**src/include/ssp_pkg.sv**
```systemverilog
// Shared constants and types of the synchronous serial port.
// Assumes a single system clock; pins are sampled by the core itself.
package ssp_pkg;

  // ----------------------------------------------------------------
  // Sizes
  // ----------------------------------------------------------------
  localparam int DATA_W       = 16;  // Widest frame and buffer word
  localparam int FIFO_DEPTH   = 8;   // Entries per buffer
  localparam int HIST_DEPTH   = 8;   // Written words kept for underrun
  localparam int CMD_BITS     = 8;   // Control message length
  localparam int SVC_LEVEL    = 4;   // Service threshold, both buffers

  // ----------------------------------------------------------------
  // Timing
  // ----------------------------------------------------------------
  localparam int TIMEOUT_BITS = 32;  // Idle bit periods before timeout
  localparam logic [7:0] PSC_MIN = 8'h02;  // Smallest prescale divisor

  // ----------------------------------------------------------------
  // Reset values
  // ----------------------------------------------------------------
  localparam logic FSEL_RST = 1'b1;  // Frame select starts deasserted

  // Frame formats
  typedef enum logic [1:0] {
    FMT_PULSE,                       // One-period frame pulse
    FMT_SPI,                         // Active-low select, CPOL/CPHA
    FMT_CMD                          // Half-duplex command-response
  } ssp_fmt_t;

  // Master frame sequencer
  typedef enum logic [1:0] {
    SEQ_IDLE,
    SEQ_LEAD,
    SEQ_SLOT,
    SEQ_TAIL
  } ssp_seq_t;

  // Static configuration, same clock domain as the core
  typedef struct packed {
    logic       enable;              // Port on
    logic       master;              // 1: drive clock and select
    logic       loopback;            // Transmit feeds receive
    ssp_fmt_t   fmt;                 // Frame format
    logic       clock_polarity_bit;  // SPI idle clock level
    logic       clock_phase_bit;     // SPI sample on second edge
    logic [3:0] size_m1;             // Frame length minus one (3..15)
    logic [7:0] prescale_divisor;    // Even, 2..254
    logic [7:0] serial_clock_rate;   // Second stage is rate + 1
  } ssp_cfg_t;

  // Interrupt sources, one bit each
  typedef struct packed {
    logic overrun;                   // Receive word lost
    logic timeout;                   // Receive data left idle
    logic rx_service;                // Receive buffer half full
    logic tx_service;                // Transmit buffer half empty
  } ssp_irq_t;

  // Sampled link pins
  typedef struct packed {
    logic sclk;
    logic fsel;
    logic rxd;
  } ssp_pin_in_t;

  // Driven link pins with enables
  typedef struct packed {
    logic sclk_o;
    logic sclk_oe;
    logic fsel_o;
    logic fsel_oe;
    logic txd_o;
    logic txd_oe;
  } ssp_pin_out_t;

endpackage

```
**src/hdl/ssp_core.sv**
```systemverilog
// Synchronous serial port core: master or slave, three frame formats,
// transmit and receive buffers, interrupt status and mask.
// Assumes configuration is static while a frame runs and that the
// link pins are asynchronous to CLK.
`timescale 1ns/1ps
`default_nettype none

module ssp_core #(
  parameter int DATA_W       = ssp_pkg::DATA_W,
  parameter int FIFO_DEPTH   = ssp_pkg::FIFO_DEPTH,
  parameter int TIMEOUT_BITS = ssp_pkg::TIMEOUT_BITS
) (
  input  wire logic                  CLK,
  input  wire logic                  SYS_RST,
  input  wire ssp_pkg::ssp_cfg_t     CFG,
  input  wire ssp_pkg::ssp_irq_t     IRQ_MASK,
  input  wire logic                  TX_WVALID,
  input  wire logic [DATA_W-1:0]     TX_WDATA,
  output logic                       TX_WREADY,
  output logic                       RX_RVALID,
  output logic [DATA_W-1:0]          RX_RDATA,
  input  wire logic                  RX_RREADY,
  input  wire logic                  TIMEOUT_CLR,
  input  wire logic                  OVERRUN_CLR,
  output ssp_pkg::ssp_irq_t          RAW_STATUS,
  output ssp_pkg::ssp_irq_t          MASKED_STATUS,
  output logic                       IRQ,
  output logic                       TX_DMA_REQ,
  output logic                       BUSY,
  input  wire ssp_pkg::ssp_pin_in_t  PINS_I,
  output ssp_pkg::ssp_pin_out_t      PINS_O
);

  // ----------------------------------------------------------------
  // Local sizes
  // ----------------------------------------------------------------
  localparam int LW  = $clog2(FIFO_DEPTH + 1);
  localparam int TOW = $clog2(TIMEOUT_BITS + 1);
  localparam int HW  = $clog2(ssp_pkg::HIST_DEPTH);
  localparam int CW  = $clog2(ssp_pkg::HIST_DEPTH + 1);

  // ----------------------------------------------------------------
  // State
  // ----------------------------------------------------------------
  typedef struct packed {
    ssp_pkg::ssp_seq_t                    seq;     // Master sequencer
    logic                                 half;    // Second half of slot
    logic [4:0]                           slot;    // Bit slot in frame
    logic [6:0]                           psc_cnt; // First divider stage
    logic [7:0]                           rate_cnt;// Second divider stage
    logic                                 tick_ph; // Half-tick parity
    logic [DATA_W-1:0]                    sh_tx;   // Transmit shifter
    logic [DATA_W-1:0]                    sh_rx;   // Receive shifter
    logic [DATA_W-1:0]                    hold;    // Received word
    logic                                 hold_v;  // Hold awaits buffer
    logic                                 sclk_o;
    logic                                 fsel_o;
    logic                                 txd_o;
    logic                                 sl_act;  // Slave pulse frame on
    logic [4:0]                           sl_cnt;  // Slave bits sampled
    logic [TOW-1:0]                       to_cnt;  // Idle bit periods
    logic                                 to_flag;
    logic                                 ov_flag;
    logic [ssp_pkg::HIST_DEPTH-1:0][DATA_W-1:0] hist; // Recent writes
    logic [HW-1:0]                        hptr;
    logic [CW-1:0]                        hcnt;
    logic                                 sclk_m;  // Synchroniser stages
    logic                                 sclk_s;
    logic                                 sclk_d;
    logic                                 fs_m;
    logic                                 fs_s;
    logic                                 fs_d;
    logic                                 rxd_m;
    logic                                 rxd_s;
  } ssp_st_t;

  ssp_st_t r;
  ssp_st_t n;

  // Buffer handshakes
  logic              tx_valid;
  logic [DATA_W-1:0] tx_data;
  logic              tx_pop;
  logic              rx_room;
  logic [LW-1:0]     tx_level;
  logic [LW-1:0]     rx_level;

  // Decoded configuration
  logic              pulse;
  logic              cmd;
  logic              ecpol;
  logic              ecpha;
  logic              lvl_a;
  logic [4:0]        nbits;
  logic [4:0]        nslots;
  logic [6:0]        psc_top;
  logic [DATA_W-1:0] rmask;

  // Per-cycle events
  logic              half_tick;
  logic              bit_tick;
  logic              rx_bit;
  logic              rise;
  logic              fall;
  logic              samp_edge;
  logic              shft_edge;
  logic              sel;
  logic              load;
  logic              clk_act;
  logic [DATA_W-1:0] src_word;
  logic [DATA_W-1:0] ld_word;

  // ----------------------------------------------------------------
  // Buffers
  // ----------------------------------------------------------------
  // Transmit buffer; TX_WREADY low is the back-pressure to the writer
  ssp_fifo #(.W(DATA_W), .D(FIFO_DEPTH)) u_txf (
    .clk       (CLK),
    .rst       (SYS_RST),
    .in_valid  (TX_WVALID),
    .in_data   (TX_WDATA),
    .in_ready  (TX_WREADY),
    .out_valid (tx_valid),
    .out_data  (tx_data),
    .out_ready (tx_pop),
    .level     (tx_level)
  );

  // Receive buffer; the reader stalls it by holding RX_RREADY low
  ssp_fifo #(.W(DATA_W), .D(FIFO_DEPTH)) u_rxf (
    .clk       (CLK),
    .rst       (SYS_RST),
    .in_valid  (r.hold_v),
    .in_data   (r.hold),
    .in_ready  (rx_room),
    .out_valid (RX_RVALID),
    .out_data  (RX_RDATA),
    .out_ready (RX_RREADY),
    .level     (rx_level)
  );

  // ----------------------------------------------------------------
  // Format decode
  // ----------------------------------------------------------------
  // Pulse format behaves as polarity 0, phase 1; command as 0, 0
  assign pulse  = (CFG.fmt == ssp_pkg::FMT_PULSE);
  assign cmd    = (CFG.fmt == ssp_pkg::FMT_CMD);
  assign ecpol  = (CFG.fmt == ssp_pkg::FMT_SPI) & CFG.clock_polarity_bit;
  assign ecpha  = pulse | ((CFG.fmt == ssp_pkg::FMT_SPI) & CFG.clock_phase_bit);
  assign lvl_a  = ecpha ? ~ecpol : ecpol;  // Clock level in first half of a slot
  assign nbits  = 5'(CFG.size_m1) + 5'h01;
  assign nslots = cmd ? nbits + 5'(ssp_pkg::CMD_BITS + 1) : nbits;
  assign rmask  = {DATA_W{1'b1}} >> (5'(DATA_W) - nbits);
  // Halving the divisor gives half-periods; bit 0 is ignored (even only)
  assign psc_top = ((CFG.prescale_divisor < ssp_pkg::PSC_MIN) ?
                    ssp_pkg::PSC_MIN[7:1] : CFG.prescale_divisor[7:1]) - 7'h01;

  // Frame word aligned so its MSB leaves first
  function automatic logic [DATA_W-1:0] align(input logic [DATA_W-1:0] w,
                                              input logic c,
                                              input logic [4:0] nb);
    if (c) begin
      align = {w[ssp_pkg::CMD_BITS-1:0], {(DATA_W - ssp_pkg::CMD_BITS){1'b0}}};
    end else begin
      align = w << (5'(DATA_W) - nb);
    end
  endfunction

  // ----------------------------------------------------------------
  // Next-state logic
  // ----------------------------------------------------------------
  always_comb begin
    n         = r;
    half_tick = 1'b0;
    tx_pop    = 1'b0;
    load      = 1'b0;

    // Pins pass two flops first; slave edge detection needs CLK >= 12x
    n.sclk_m = PINS_I.sclk;
    n.sclk_s = r.sclk_m;
    n.sclk_d = r.sclk_s;
    n.fs_m   = PINS_I.fsel;
    n.fs_s   = r.fs_m;
    n.fs_d   = r.fs_s;
    n.rxd_m  = PINS_I.rxd;
    n.rxd_s  = r.rxd_m;

    rise      = r.sclk_s & ~r.sclk_d;
    fall      = ~r.sclk_s & r.sclk_d;
    samp_edge = (ecpol == ecpha) ? rise : fall;
    shft_edge = (ecpol == ecpha) ? fall : rise;
    sel       = pulse ? r.sl_act : ~r.fs_s;
    rx_bit    = CFG.loopback ? r.txd_o : r.rxd_s;

    // Two-stage divider; one half_tick per half serial period
    if (!CFG.enable) begin
      n.psc_cnt  = '0;
      n.rate_cnt = '0;
      n.tick_ph  = 1'b0;
    end else if (r.psc_cnt >= psc_top) begin
      n.psc_cnt = '0;
      if (r.rate_cnt >= CFG.serial_clock_rate) begin
        n.rate_cnt = '0;
        half_tick  = 1'b1;
        n.tick_ph  = ~r.tick_ph;
      end else begin
        n.rate_cnt = r.rate_cnt + 8'h01;
      end
    end else begin
      n.psc_cnt = r.psc_cnt + 7'h01;
    end
    bit_tick = half_tick & r.tick_ph;

    // Remember the last eight accepted writes for slave underrun
    if (TX_WVALID && TX_WREADY) begin
      n.hist[r.hptr] = TX_WDATA;
      n.hptr         = r.hptr + HW'(1);
      if (r.hcnt != CW'(ssp_pkg::HIST_DEPTH)) begin
        n.hcnt = r.hcnt + CW'(1);
      end
    end
    // Oldest of the last eight sits at the write pointer
    if (r.hcnt == CW'(ssp_pkg::HIST_DEPTH)) begin
      src_word = tx_valid ? tx_data : r.hist[r.hptr];
    end else begin
      src_word = tx_valid ? tx_data : '0;
    end
    ld_word = align(tx_valid ? tx_data : src_word, cmd, nbits);

    // Hold register drains into the receive buffer the next cycle
    n.hold_v = 1'b0;

    // Master frame sequencer, advanced on half periods
    unique case (r.seq)
      ssp_pkg::SEQ_IDLE: begin
        n.sclk_o = ecpol;
        n.fsel_o = ~pulse;
        if (CFG.enable && CFG.master && tx_valid && half_tick) begin
          tx_pop   = 1'b1;
          n.sh_tx  = ld_word;
          n.txd_o  = ld_word[DATA_W-1];
          n.seq    = ssp_pkg::SEQ_LEAD;
          n.half   = 1'b0;
          n.fsel_o = pulse;
          if (pulse) begin
            n.sclk_o = 1'b1;  // Pulse starts on a rising edge
          end
        end
      end
      ssp_pkg::SEQ_LEAD: begin
        if (half_tick) begin
          if (pulse && !r.half) begin
            n.half   = 1'b1;
            n.sclk_o = 1'b0;
          end else begin
            n.seq    = ssp_pkg::SEQ_SLOT;
            n.half   = 1'b0;
            n.slot   = '0;
            n.sclk_o = lvl_a;
            if (pulse) begin
              n.fsel_o = 1'b0;
            end
          end
        end
      end
      ssp_pkg::SEQ_SLOT: begin
        if (half_tick) begin
          if (!r.half) begin
            // Mid-slot edge samples; command bits and the wait slot ignore input
            n.half   = 1'b1;
            n.sclk_o = ~lvl_a;
            if (!cmd || r.slot > 5'(ssp_pkg::CMD_BITS)) begin
              n.sh_rx = {r.sh_rx[DATA_W-2:0], rx_bit};
            end
          end else if (r.slot == nslots - 5'h01) begin
            n.seq    = ssp_pkg::SEQ_TAIL;
            n.sclk_o = ecpol;
            n.fsel_o = ~pulse;
          end else begin
            // Slot boundary is the drive edge
            n.slot   = r.slot + 5'h01;
            n.half   = 1'b0;
            n.sclk_o = lvl_a;
            n.sh_tx  = {r.sh_tx[DATA_W-2:0], 1'b0};
            n.txd_o  = r.sh_tx[DATA_W-2];
          end
        end
      end
      ssp_pkg::SEQ_TAIL: begin
        if (half_tick) begin
          n.seq    = ssp_pkg::SEQ_IDLE;
          n.hold   = r.sh_rx & rmask;
          n.hold_v = 1'b1;
          n.txd_o  = 1'b0;
        end
      end
    endcase

    // Leaving master mode or disabling abandons any frame
    if (!CFG.enable || !CFG.master) begin
      n.seq = ssp_pkg::SEQ_IDLE;
    end

    // Slave engine on synchronised clock and select edges
    if (CFG.enable && !CFG.master) begin
      if (!pulse && r.fs_d && !r.fs_s) begin
        load = 1'b1;
        n.sl_cnt = '0;
      end
      if (samp_edge && sel) begin
        n.sh_rx = {r.sh_rx[DATA_W-2:0], rx_bit};
        if (r.sl_cnt == nbits - 5'h01) begin
          n.hold   = {r.sh_rx[DATA_W-2:0], rx_bit} & rmask;
          n.hold_v = 1'b1;
          n.sl_cnt = '0;
          n.sl_act = 1'b0;
          // Phase 1 keeps select low between words, so reload here
          load     = load | (!pulse && ecpha);
        end else begin
          n.sl_cnt = r.sl_cnt + 5'h01;
        end
      end
      if (pulse && samp_edge && r.fs_s) begin
        load     = 1'b1;
        n.sl_act = 1'b1;
        n.sl_cnt = '0;
      end else if (shft_edge && sel && r.sl_cnt != '0) begin
        n.sh_tx = {r.sh_tx[DATA_W-2:0], 1'b0};
        n.txd_o = r.sh_tx[DATA_W-2];
      end
      if (load) begin
        tx_pop  = tx_valid;
        n.sh_tx = ld_word;
        n.txd_o = ld_word[DATA_W-1];
      end
    end else begin
      n.sl_act = 1'b0;
      n.sl_cnt = '0;
    end

    // Idle-clock timeout in bit periods while receive data waits
    clk_act = (r.seq != ssp_pkg::SEQ_IDLE) | rise | fall;
    if (clk_act || !RX_RVALID) begin
      n.to_cnt = '0;
    end else if (bit_tick && r.to_cnt != TOW'(TIMEOUT_BITS)) begin
      n.to_cnt = r.to_cnt + TOW'(1);
    end

    // Sticky flags: a set in the clearing cycle wins
    if (TIMEOUT_CLR) begin
      n.to_flag = 1'b0;
    end
    if (!clk_act && RX_RVALID && bit_tick && r.to_cnt == TOW'(TIMEOUT_BITS - 1)) begin
      n.to_flag = 1'b1;
    end
    if (OVERRUN_CLR) begin
      n.ov_flag = 1'b0;
    end
    if (r.hold_v && !rx_room) begin
      n.ov_flag = 1'b1;
    end
  end

  // ----------------------------------------------------------------
  // State register
  // ----------------------------------------------------------------
  always_ff @(posedge CLK or posedge SYS_RST) begin
    if (SYS_RST) begin
      r        <= '0;
      r.fsel_o <= ssp_pkg::FSEL_RST;
    end else begin
      r <= n;
    end
  end

  // ----------------------------------------------------------------
  // Status and pins
  // ----------------------------------------------------------------
  // Service levels follow the buffers; the other two are sticky
  assign RAW_STATUS.tx_service = (tx_level <= LW'(ssp_pkg::SVC_LEVEL));
  assign RAW_STATUS.rx_service = (rx_level >= LW'(ssp_pkg::SVC_LEVEL));
  assign RAW_STATUS.timeout    = r.to_flag;
  assign RAW_STATUS.overrun    = r.ov_flag;
  assign MASKED_STATUS = RAW_STATUS & IRQ_MASK;
  assign IRQ           = |MASKED_STATUS;
  assign TX_DMA_REQ    = CFG.enable & ~tx_valid;
  assign BUSY          = (r.seq != ssp_pkg::SEQ_IDLE) | (sel & ~CFG.master);

  // Loopback keeps every pad released so the link sees nothing
  assign PINS_O.sclk_o  = r.sclk_o;
  assign PINS_O.sclk_oe = CFG.enable & CFG.master & ~CFG.loopback;
  assign PINS_O.fsel_o  = r.fsel_o;
  assign PINS_O.fsel_oe = CFG.enable & CFG.master & ~CFG.loopback;
  assign PINS_O.txd_o   = r.txd_o;
  // Pulse format releases data when idle; an SPI or command master drives it low instead
  assign PINS_O.txd_oe  = CFG.enable & ~CFG.loopback &
                          (CFG.master ? (~pulse | (r.seq != ssp_pkg::SEQ_IDLE)) : sel);

endmodule

`default_nettype wire

```
**src/hdl/ssp_fifo.sv**
```systemverilog
// Synchronous first-in first-out buffer with valid/ready on both sides.
// Assumes one clock; ready on the fill side depends on state only.
`timescale 1ns/1ps
`default_nettype none

module ssp_fifo #(
  parameter int W  = 16,
  parameter int D  = 8,
  parameter int AW = $clog2(D),
  parameter int LW = $clog2(D + 1)
) (
  input  wire logic          clk,
  input  wire logic          rst,
  input  wire logic          in_valid,
  input  wire logic [W-1:0]  in_data,
  output logic               in_ready,
  output logic               out_valid,
  output logic [W-1:0]       out_data,
  input  wire logic          out_ready,
  output logic [LW-1:0]      level
);

  // ----------------------------------------------------------------
  // State
  // ----------------------------------------------------------------
  typedef struct packed {
    logic [D-1:0][W-1:0] mem;        // Storage words
    logic [AW-1:0]       wp;         // Next write slot
    logic [AW-1:0]       rp;         // Oldest word
    logic [LW-1:0]       cnt;        // Words held
  } ssp_fifo_st_t;

  ssp_fifo_st_t r;
  ssp_fifo_st_t n;
  logic         push;
  logic         pop;

  // Flags come straight from the count so full and empty are exact
  assign in_ready  = (r.cnt != LW'(D));
  assign out_valid = (r.cnt != '0);
  assign out_data  = r.mem[r.rp];
  assign level     = r.cnt;
  assign push      = in_valid & in_ready;
  assign pop       = out_valid & out_ready;

  // Next state
  always_comb begin
    n = r;
    if (push) begin
      n.mem[r.wp] = in_data;
      n.wp = (r.wp == AW'(D - 1)) ? '0 : r.wp + AW'(1);
    end
    if (pop) begin
      n.rp = (r.rp == AW'(D - 1)) ? '0 : r.rp + AW'(1);
    end
    n.cnt = r.cnt + LW'(push) - LW'(pop);
  end

  // State register
  always_ff @(posedge clk or posedge rst) begin
    if (rst) begin
      r <= '0;
    end else begin
      r <= n;
    end
  end

endmodule

`default_nettype wire

```
**config.mk**
```make
export PLATFORM = sky130hd
export DESIGN_NAME = ssp_core
export DESIGN_NICKNAME = d
export VERILOG_FILES = /design/src/include/ssp_pkg.sv /design/src/hdl/ssp_core.sv /design/src/hdl/ssp_fifo.sv
export SDC_FILE = /design/constraint.sdc
export NUM_CORES = 1
export LEC_CHECK = 0
export BUFFER_PORTS_ARGS = -buffer_cell sky130_fd_sc_hd__buf_2
export CORE_MARGIN = 2
export CORE_UTILIZATION = 60
export DETAILED_ROUTE_END_ITERATION = 16
export PLACE_DENSITY = 0.88
export SKIP_LAST_GASP = 1
export SLEW_MARGIN = 20
export SYNTH_ARGS = -nofsm -noshare
export SYNTH_HDL_FRONTEND = slang
export SYNTH_SLANG_ARGS = --single-unit
export TNS_END_PERCENT = 20
```
**constraint.sdc**
```tcl
create_clock -name CLK -period 32.7 [get_ports CLK]
set_clock_uncertainty 0.15 [all_clocks]
set_input_delay 3.27 -clock CLK [delete_from_list [all_inputs] [get_ports CLK]]
set_output_delay 3.27 -clock CLK [all_outputs]
set_load 0.02 [all_outputs]
```
==> flow_summary.ini, run 1 <==
[outcome]
run_status = finished clean

[floorplan]
core-area_um2 = 42900
die_area_um2 = 44900
ios = 91
dieWidth_um = 212
placementRows = 76
dieHeight_um = 212
start_util_pct = 60.5

[placed_design]
dp_hpwl_um = 38000
gp_congestion = 0.882
io_buffers = 89
dp.cells = 2573
place_ws_ps = 23960
dpl_cell_area_um2 = 26800

[clock_network]
post_cts_buffers = 0
cts-resized-gates = 0
cts_htree_levels = 2
cts-buffers-inserted = 51
root_buffer = clkbuf_16
tritoncts = built
clockBufferDepth = 3
hold_buffers = 0
clock_sinks = 508
insertion_delay_ps = 600
clk_pin_slew_ps = 50

[detailed_routing]
drt-initial-drc-count = 1764
vias = 17100
viasPerCell = 6.42
drtAntennaViolNets = 0
finalWirelength_um = 60900
wl_per_cell_um = 22.8
dr.pass1.iters = 5
drcViolationCount = 0

[cells_and_area]
final_util_pct = 66.6
nFillCells = 2853
stdcell_area_um2 = 28600
nets = 2162
area_growth_pct = 10.1
drive_gt1_share_pct = 36.9
stdcell_count = 2667

[worst_hold_path]
hold_depth = 0
min-delay-start = n[0]$_DFF_PP0_
hp-class = register to register
hold-path-endpoint = r[0]$_DFF_PP0_

[timing]
rsz0062_at_grt = false
post-route-period-util_pct = 25.3
finalSetupViolCount = 0
hold-worst-slack_ps = 198
slew_headroom_pct = 19.7
setup-tns-final_ps = 0
fin_crit_ps = 8280
worst_pin_slew_ps = 1200
max_freq_mhz = 121
fin_ws_ps = 24420
slew_viol_final = 0
finalHoldViolCount = 0

[critical_path]
cp-start-kind = input pin
r2r_cells = 10
rrSetupSlack_ps = 28560
crit_type = input pin to register
reg2reg_from = u_txf.level[2]$_DFF_PP0_
r2r_end = r[204]$_DFF_PP0_
arrival_ps = 8600
cp-startpoint = CFG[16]
cp_max_fo = 27
cp.required_ps = 33030
end_kind = register

[pwr]
cellPowerDensity_nw_per_um2 = 82.6
total_power_mw = 2.36
leakage_nw = 12.9
ir_drop_v = 0.0000607

[synth]
yosysTopAreaCellShare_pct = 48.9
synth.distinct_cells = 91
avgSynthCellArea_um2 = 13.0
ys_warn_count = 0
syn-num-nets = 2122
ys_ff_latch = 508
syn_inst = 2002
yosysSeqAreaShare_pct = 49.0
synthTopCellsByArea = dfrtp_1 (49%), mux2_2 (18%), mux4_2 (8.7%)
synth_edf_count = 0
syn_area_um2 = 25900
ys.flop_type = dfrtp_1
synth.most_common_cell = dfrtp_1
synthArstFlopShare_pct = 100
yosys-top-cells-count = dfrtp_1 (507), mux2_2 (424), mux4_2 (100), nand2_1 (96), clkbuf_1 (80)
yosys.area.top_type = dfrtp_1

[global_routing]
grt_pass1_vias = 17800
antenna_found_initial = 3
grt_first_pass_wirelength_um = 97200
track_usage_pct = 27.8
grt_max_degree = 137
overflow = 0

[run]
cap_violations = 0
registers in the layout, summed over array words and instances, names as in the netlist:
name	count
u_txf.r	134
u_rxf.level	4
u_txf.level	4
u_rxf.r	134
n	5
RAW_STATUS	2
PINS_O	3
r	222
layout make-up:
class | count | area (µm²) | area share (%)
antenna | 1 | 2.50 | 0.00876
clock buffer | 80 | 1550 | 5.42
clock inverter | 12 | 140 | 0.490
inverter | 64 | 248 | 0.867
multi-input combinational | 1295 | 12400 | 43.6
sequential | 508 | 12700 | 44.5
tap | 585 | 732 | 2.56
timing repair buffer | 122 | 736 | 2.57
routing by layer:
metal | share of wire, % | track usage (%)
met5 | 0.044 | 0
met2 | 51 | 47.7
met1 | 40 | 35.7
met4 | 3.4 | 11.1
met3 | 5.3 | 3.99
power breakdown:
| group | internal [mW] | switching (mW) |
|---|---|---|
| registers | 0.815 | 0.124 |
| logic | 0.428 | 0.400 |
| clock network | 0.347 | 0.246 |
logic make-up (layout without fill, tap and decap cells):
family	count (synthesis)	after routing	share of synthesized area, %
AOI/OAI and AO/OA	249	249	6.80
buffers and inverters	199	278	3.30
xor gates and xnor gates	41	41	1.58
and+or+nand+nor	372	372	7.31
DFF	508	508	49.0
muxes	569	569	28.9
adders and majority gates	64	64	3.14
other	0	1	0
how the worst max path moves through the flow:
stage                                    end  slack, ps
finish              u_txf.level[2]$_DFF_PP0_      24420
global route        u_txf.level[2]$_DFF_PP0_      24040
CTS                                PINS_O[0]      24520
detailed placement  u_txf.level[2]$_DFF_PP0_      23960
global placement    u_txf.level[2]$_DFF_PP0_      24050
floorplan                PINS_O[1]$_DFF_PP0_      15100
placed cells by master, fill, tap and decap left out, types with 11 or more instances in the layout:
cell type,count
nand4_1,13
ha_1,62
xor2_1,11
xnor2_1,26
a31oi_1,12
dfrtp_1,503
nand2b_1,17
and2_1,12
clkbuf_16,53
mux2i_1,38
buf_2,89
o22ai_1,19
nand2_1,96
mux2_2,424
a21oi_1,33
a21o_1,13
nor3_1,26
o21ai_0,54
clkbuf_1,15
and3_1,16
nand3_1,42
buf_4,27
clkbuf_8,12
nor2b_1,15
inv_1,60
or3_1,11
mux4_2,100
nor2_1,73
worst max-delay path: stages:
cell	delay, ps
buf_2	440
ha_1	360
inv_1	110
ha_1	460
inv_1	170
ha_1	910
xor2_1	140
nor3_1	250
nand3_1	230
o31ai_2	590
a22oi_1	140
buf_4	230
nor2_1	210
ha_1	280
inv_1	50
ha_1	160
inv_1	50
fa_1	380
xnor2_1	150
Note: power is estimated with default switching activity, not from simulation.
==> run 2, diff against run 1 <==
--- a/config.mk
+++ b/config.mk
@@ -5,11 +5,12 @@
 export SDC_FILE = /design/constraint.sdc
 export NUM_CORES = 1
 export LEC_CHECK = 0
+export ABC_AREA = 1
 export BUFFER_PORTS_ARGS = -buffer_cell sky130_fd_sc_hd__buf_2
 export CORE_MARGIN = 2
-export CORE_UTILIZATION = 60
+export CORE_UTILIZATION = 57
 export DETAILED_ROUTE_END_ITERATION = 16
-export PLACE_DENSITY = 0.88
+export PLACE_DENSITY = 0.87
 export SKIP_LAST_GASP = 1
 export SLEW_MARGIN = 20
 export SYNTH_ARGS = -nofsm -noshare
==> constraint.sdc (replaced) <==
create_clock -name CLK -period 6.7 [get_ports CLK]
set_clock_uncertainty 0.15 [all_clocks]
set_input_delay 0.67 -clock CLK [delete_from_list [all_inputs] [get_ports CLK]]
set_output_delay 0.67 -clock CLK [all_outputs]
set_load 0.02 [all_outputs]
==> run 2 against run 1 <==
Against the previous run: critical path depth increased by 8; first-iteration DRC count is 26% higher; global-route usage about the same; combinational power grew to 5.1 times the previous value; clock power grew to 5.1 times the previous value; flip-flop and latch count stayed put; sequential share of layout area up 0.30 points; worst hold slack worse by 170 ps.
==> flow_summary.ini, run 2 <==
[detailed_routing]
finalWirelength_um = 64600
dr.pass1.iters = 6
drt-initial-drc-count = 2228
drcViolationCount = 0
wl_per_cell_um = 16.7
drtAntennaViolNets = 0
viasPerCell = 5.77
vias = 22300

[critical_path]
crit_type = input pin to register
cp_max_fo = 10
arrival_ps = 4950
cp-start-kind = input pin
end_kind = register
cp.required_ps = 7050
r2r_cells = 13

[clock_network]
cts-buffers-inserted = 52
clock_sinks = 508
cts_htree_levels = 2
root_buffer = clkbuf_16
tritoncts = built
post_cts_buffers = 0
clk_pin_slew_ps = 60
insertion_delay_ps = 620
clockBufferDepth = 3
cts-resized-gates = 0

[pwr]
power_frac_comb_pct = 35.9
cellPowerDensity_nw_per_um2 = 413
clock_power_share_pct = 25.9
seqPwrFrac_pct = 38.3
power.net_switching_mw = 4.63
leakage_nw = 13.8
p_sw_share_pct = 39.5
ir_drop_v = 0.000417
total_power_mw = 11.7
internal_power_mw = 7.10

[placed_design]
dpl_cell_area_um2 = 26500
place_ws_ps = 1510
io_buffers = 89
dp_hpwl_um = 40500
gp_congestion = 0.927
dp.cells = 3771

[cells_and_area]
final_util_pct = 63.9
drive_gt1_share_pct = 9.79
stdcell_count = 3872
nets = 3356
area_growth_pct = 9.99
final_cell_mix = nand2_1 (764), o21ai_0 (620), dfrtp_1 (504), nor2_1 (317), inv_1 (232)
stdcell_area_um2 = 28400
reg_top3 = r: 222 flops, u_rxf.r: 134 flops, u_txf.r: 134 flops
top_register = r
largest_reg_flops = 222
diodes = 0
final_common_cell = nand2_1

[timing]
finalSetupViolCount = 0
fin_ws_ps = 2100
slew_headroom_pct = 26.3
post-route-period-util_pct = 68.6
worst_pin_slew_ps = 1100
slew_viol_final = 0
finalHoldViolCount = 0
rsz0062_at_grt = false
max_freq_mhz = 217
fin_crit_ps = 4600

[synth]
yosysSeqAreaShare_pct = 49.3
yosys-top-cells-count = nand2_1 (764), o21ai_0 (620), dfrtp_1 (507), nor2_1 (318), inv_1 (235)
synth.distinct_cells = 59
synth.most_common_cell = nand2_1
syn_area_um2 = 25800
avgSynthCellArea_um2 = 7.94
synthArstFlopShare_pct = 100
synthTopCellsByArea = dfrtp_1 (49%), o21ai_0 (12%), nand2_1 (11%)
ys_warn_count = 0
yosysTopAreaCellShare_pct = 49.2
ys_ff_latch = 508
syn-num-nets = 3367
yosys.area.top_type = dfrtp_1
ys.flop_type = dfrtp_1
synth_edf_count = 0
syn_inst = 3247

[global_routing]
overflow = 0
grt_max_degree = 192
grt_first_pass_wirelength_um = 107000
antenna_found_initial = 0
track_usage_pct = 27.8
grt_pass1_vias = 21300

[floorplan]
core-area_um2 = 44400
start_util_pct = 58.1
dieWidth_um = 217
dieHeight_um = 217
ios = 91
die_area_um2 = 47000
placementRows = 77

[outcome]
run_status = finished clean

[worst_hold_path]
hp-class = input pin to register
hold_depth = 1

[run]
cap_violations = 0
==> run 2: worst max-delay path, cell delays in order <==
cell	delay, ps
buf_2	120
nor2_1	130
nand3_1	80
o21ai_0	210
inv_1	120
ha_1	220
nand2_1	110
nor3_1	60
xor2_1	140
ha_1	320
nand2_1	80
o21a_1	180
nand2_1	60
nor2_1	110
nor2_4	350
nand3_2	190
nor2_2	310
inv_1	180
nand2_8	140
nand2_4	70
clkinv_4	80
ha_1	210
inv_1	50
ha_1	160
inv_1	60
fa_1	480
inv_1	50
==> run 2: final timing paths <==
path	start	endpoint	slack [ps]
max	CFG[12]	u_txf.level[1]$_DFF_PP0_	2100
min	PINS_I[1]	n[3]$_DFF_PP0_	30
max reg2reg	u_txf.r[4]$_DFFE_PP0P_	r[207]$_DFF_PP0_	2850
min reg2reg	n[0]$_DFF_PP0_	r[0]$_DFF_PP0_	200
max in group asynchronous	SYS_RST	u_rxf.r[4]$_DFFE_PP0P_	4730
min in group asynchronous	SYS_RST	u_txf.r[85]$_DFFE_PP0P_	70
==> run 2: power groups by stage <==
stage                     clock, mW  sequential (mW)  combinational (mW)
after global placement            0             4.46                3.98
after floorplan                   0             4.36                3.14
after global routing           3.19             4.58                4.76
after CTS                      3.07             4.46                4.16
after detailed placement          0             4.50                4.11
final                          3.04             4.49                4.21
==> run 2: per-layer routing <==
| layer | wire, µm | track usage, % | vias to the layer above |
|---|---|---|---|
| li1 | - | - | 10700 |
| met1 | 26800 | 36.6 | 10700 |
| met2 | 31200 | 46.8 | 841 |
| met3 | 4420 | 3.79 | 120 |
| met4 | 2140 | 11.2 | 0 |
| met5 | 0 | 0 | - |
==> run 2: per-stage QoR <==
| stage | setup TNS [ps] | hold slack [ps] |
|---|---|---|
| floorplan | -514890 | 181 |
| global placement | 0 | 183 |
| detailed placement | 0 | 190 |
| CTS | 0 | 1.86 |
| global route | 0 | 12.9 |
| finish | 0 | 30.4 |
==> run 2: timing repair <==
action	CTS	global route
hold endpoints to repair	2	0
hold buffers	2	0
setup endpoints to repair	0	0
==> run 2: area by class of cell <==
cell class,instances,area (µm²)
Clock buffer,70,1530
Inverter,246,932
Clock inverter,28,289
Fill cell,3594,16000
Timing Repair Buffer,124,771
Multi-Input combinational cell,2304,11400
Tap cell,592,741
Sequential cell,508,12700
==> run 2: logic make-up after synthesis <==
group                      count (synthesis)  share of synthesized area (%)
xor gates and xnor gates                  27                          0.946
DFF                                      508                           49.3
AOI/OAI and AO/OA                        776                           16.2
buffers and inverters                    435                           6.72
and+or+nand+nor                         1437                           23.7
adders and majority gates                 64                           3.16
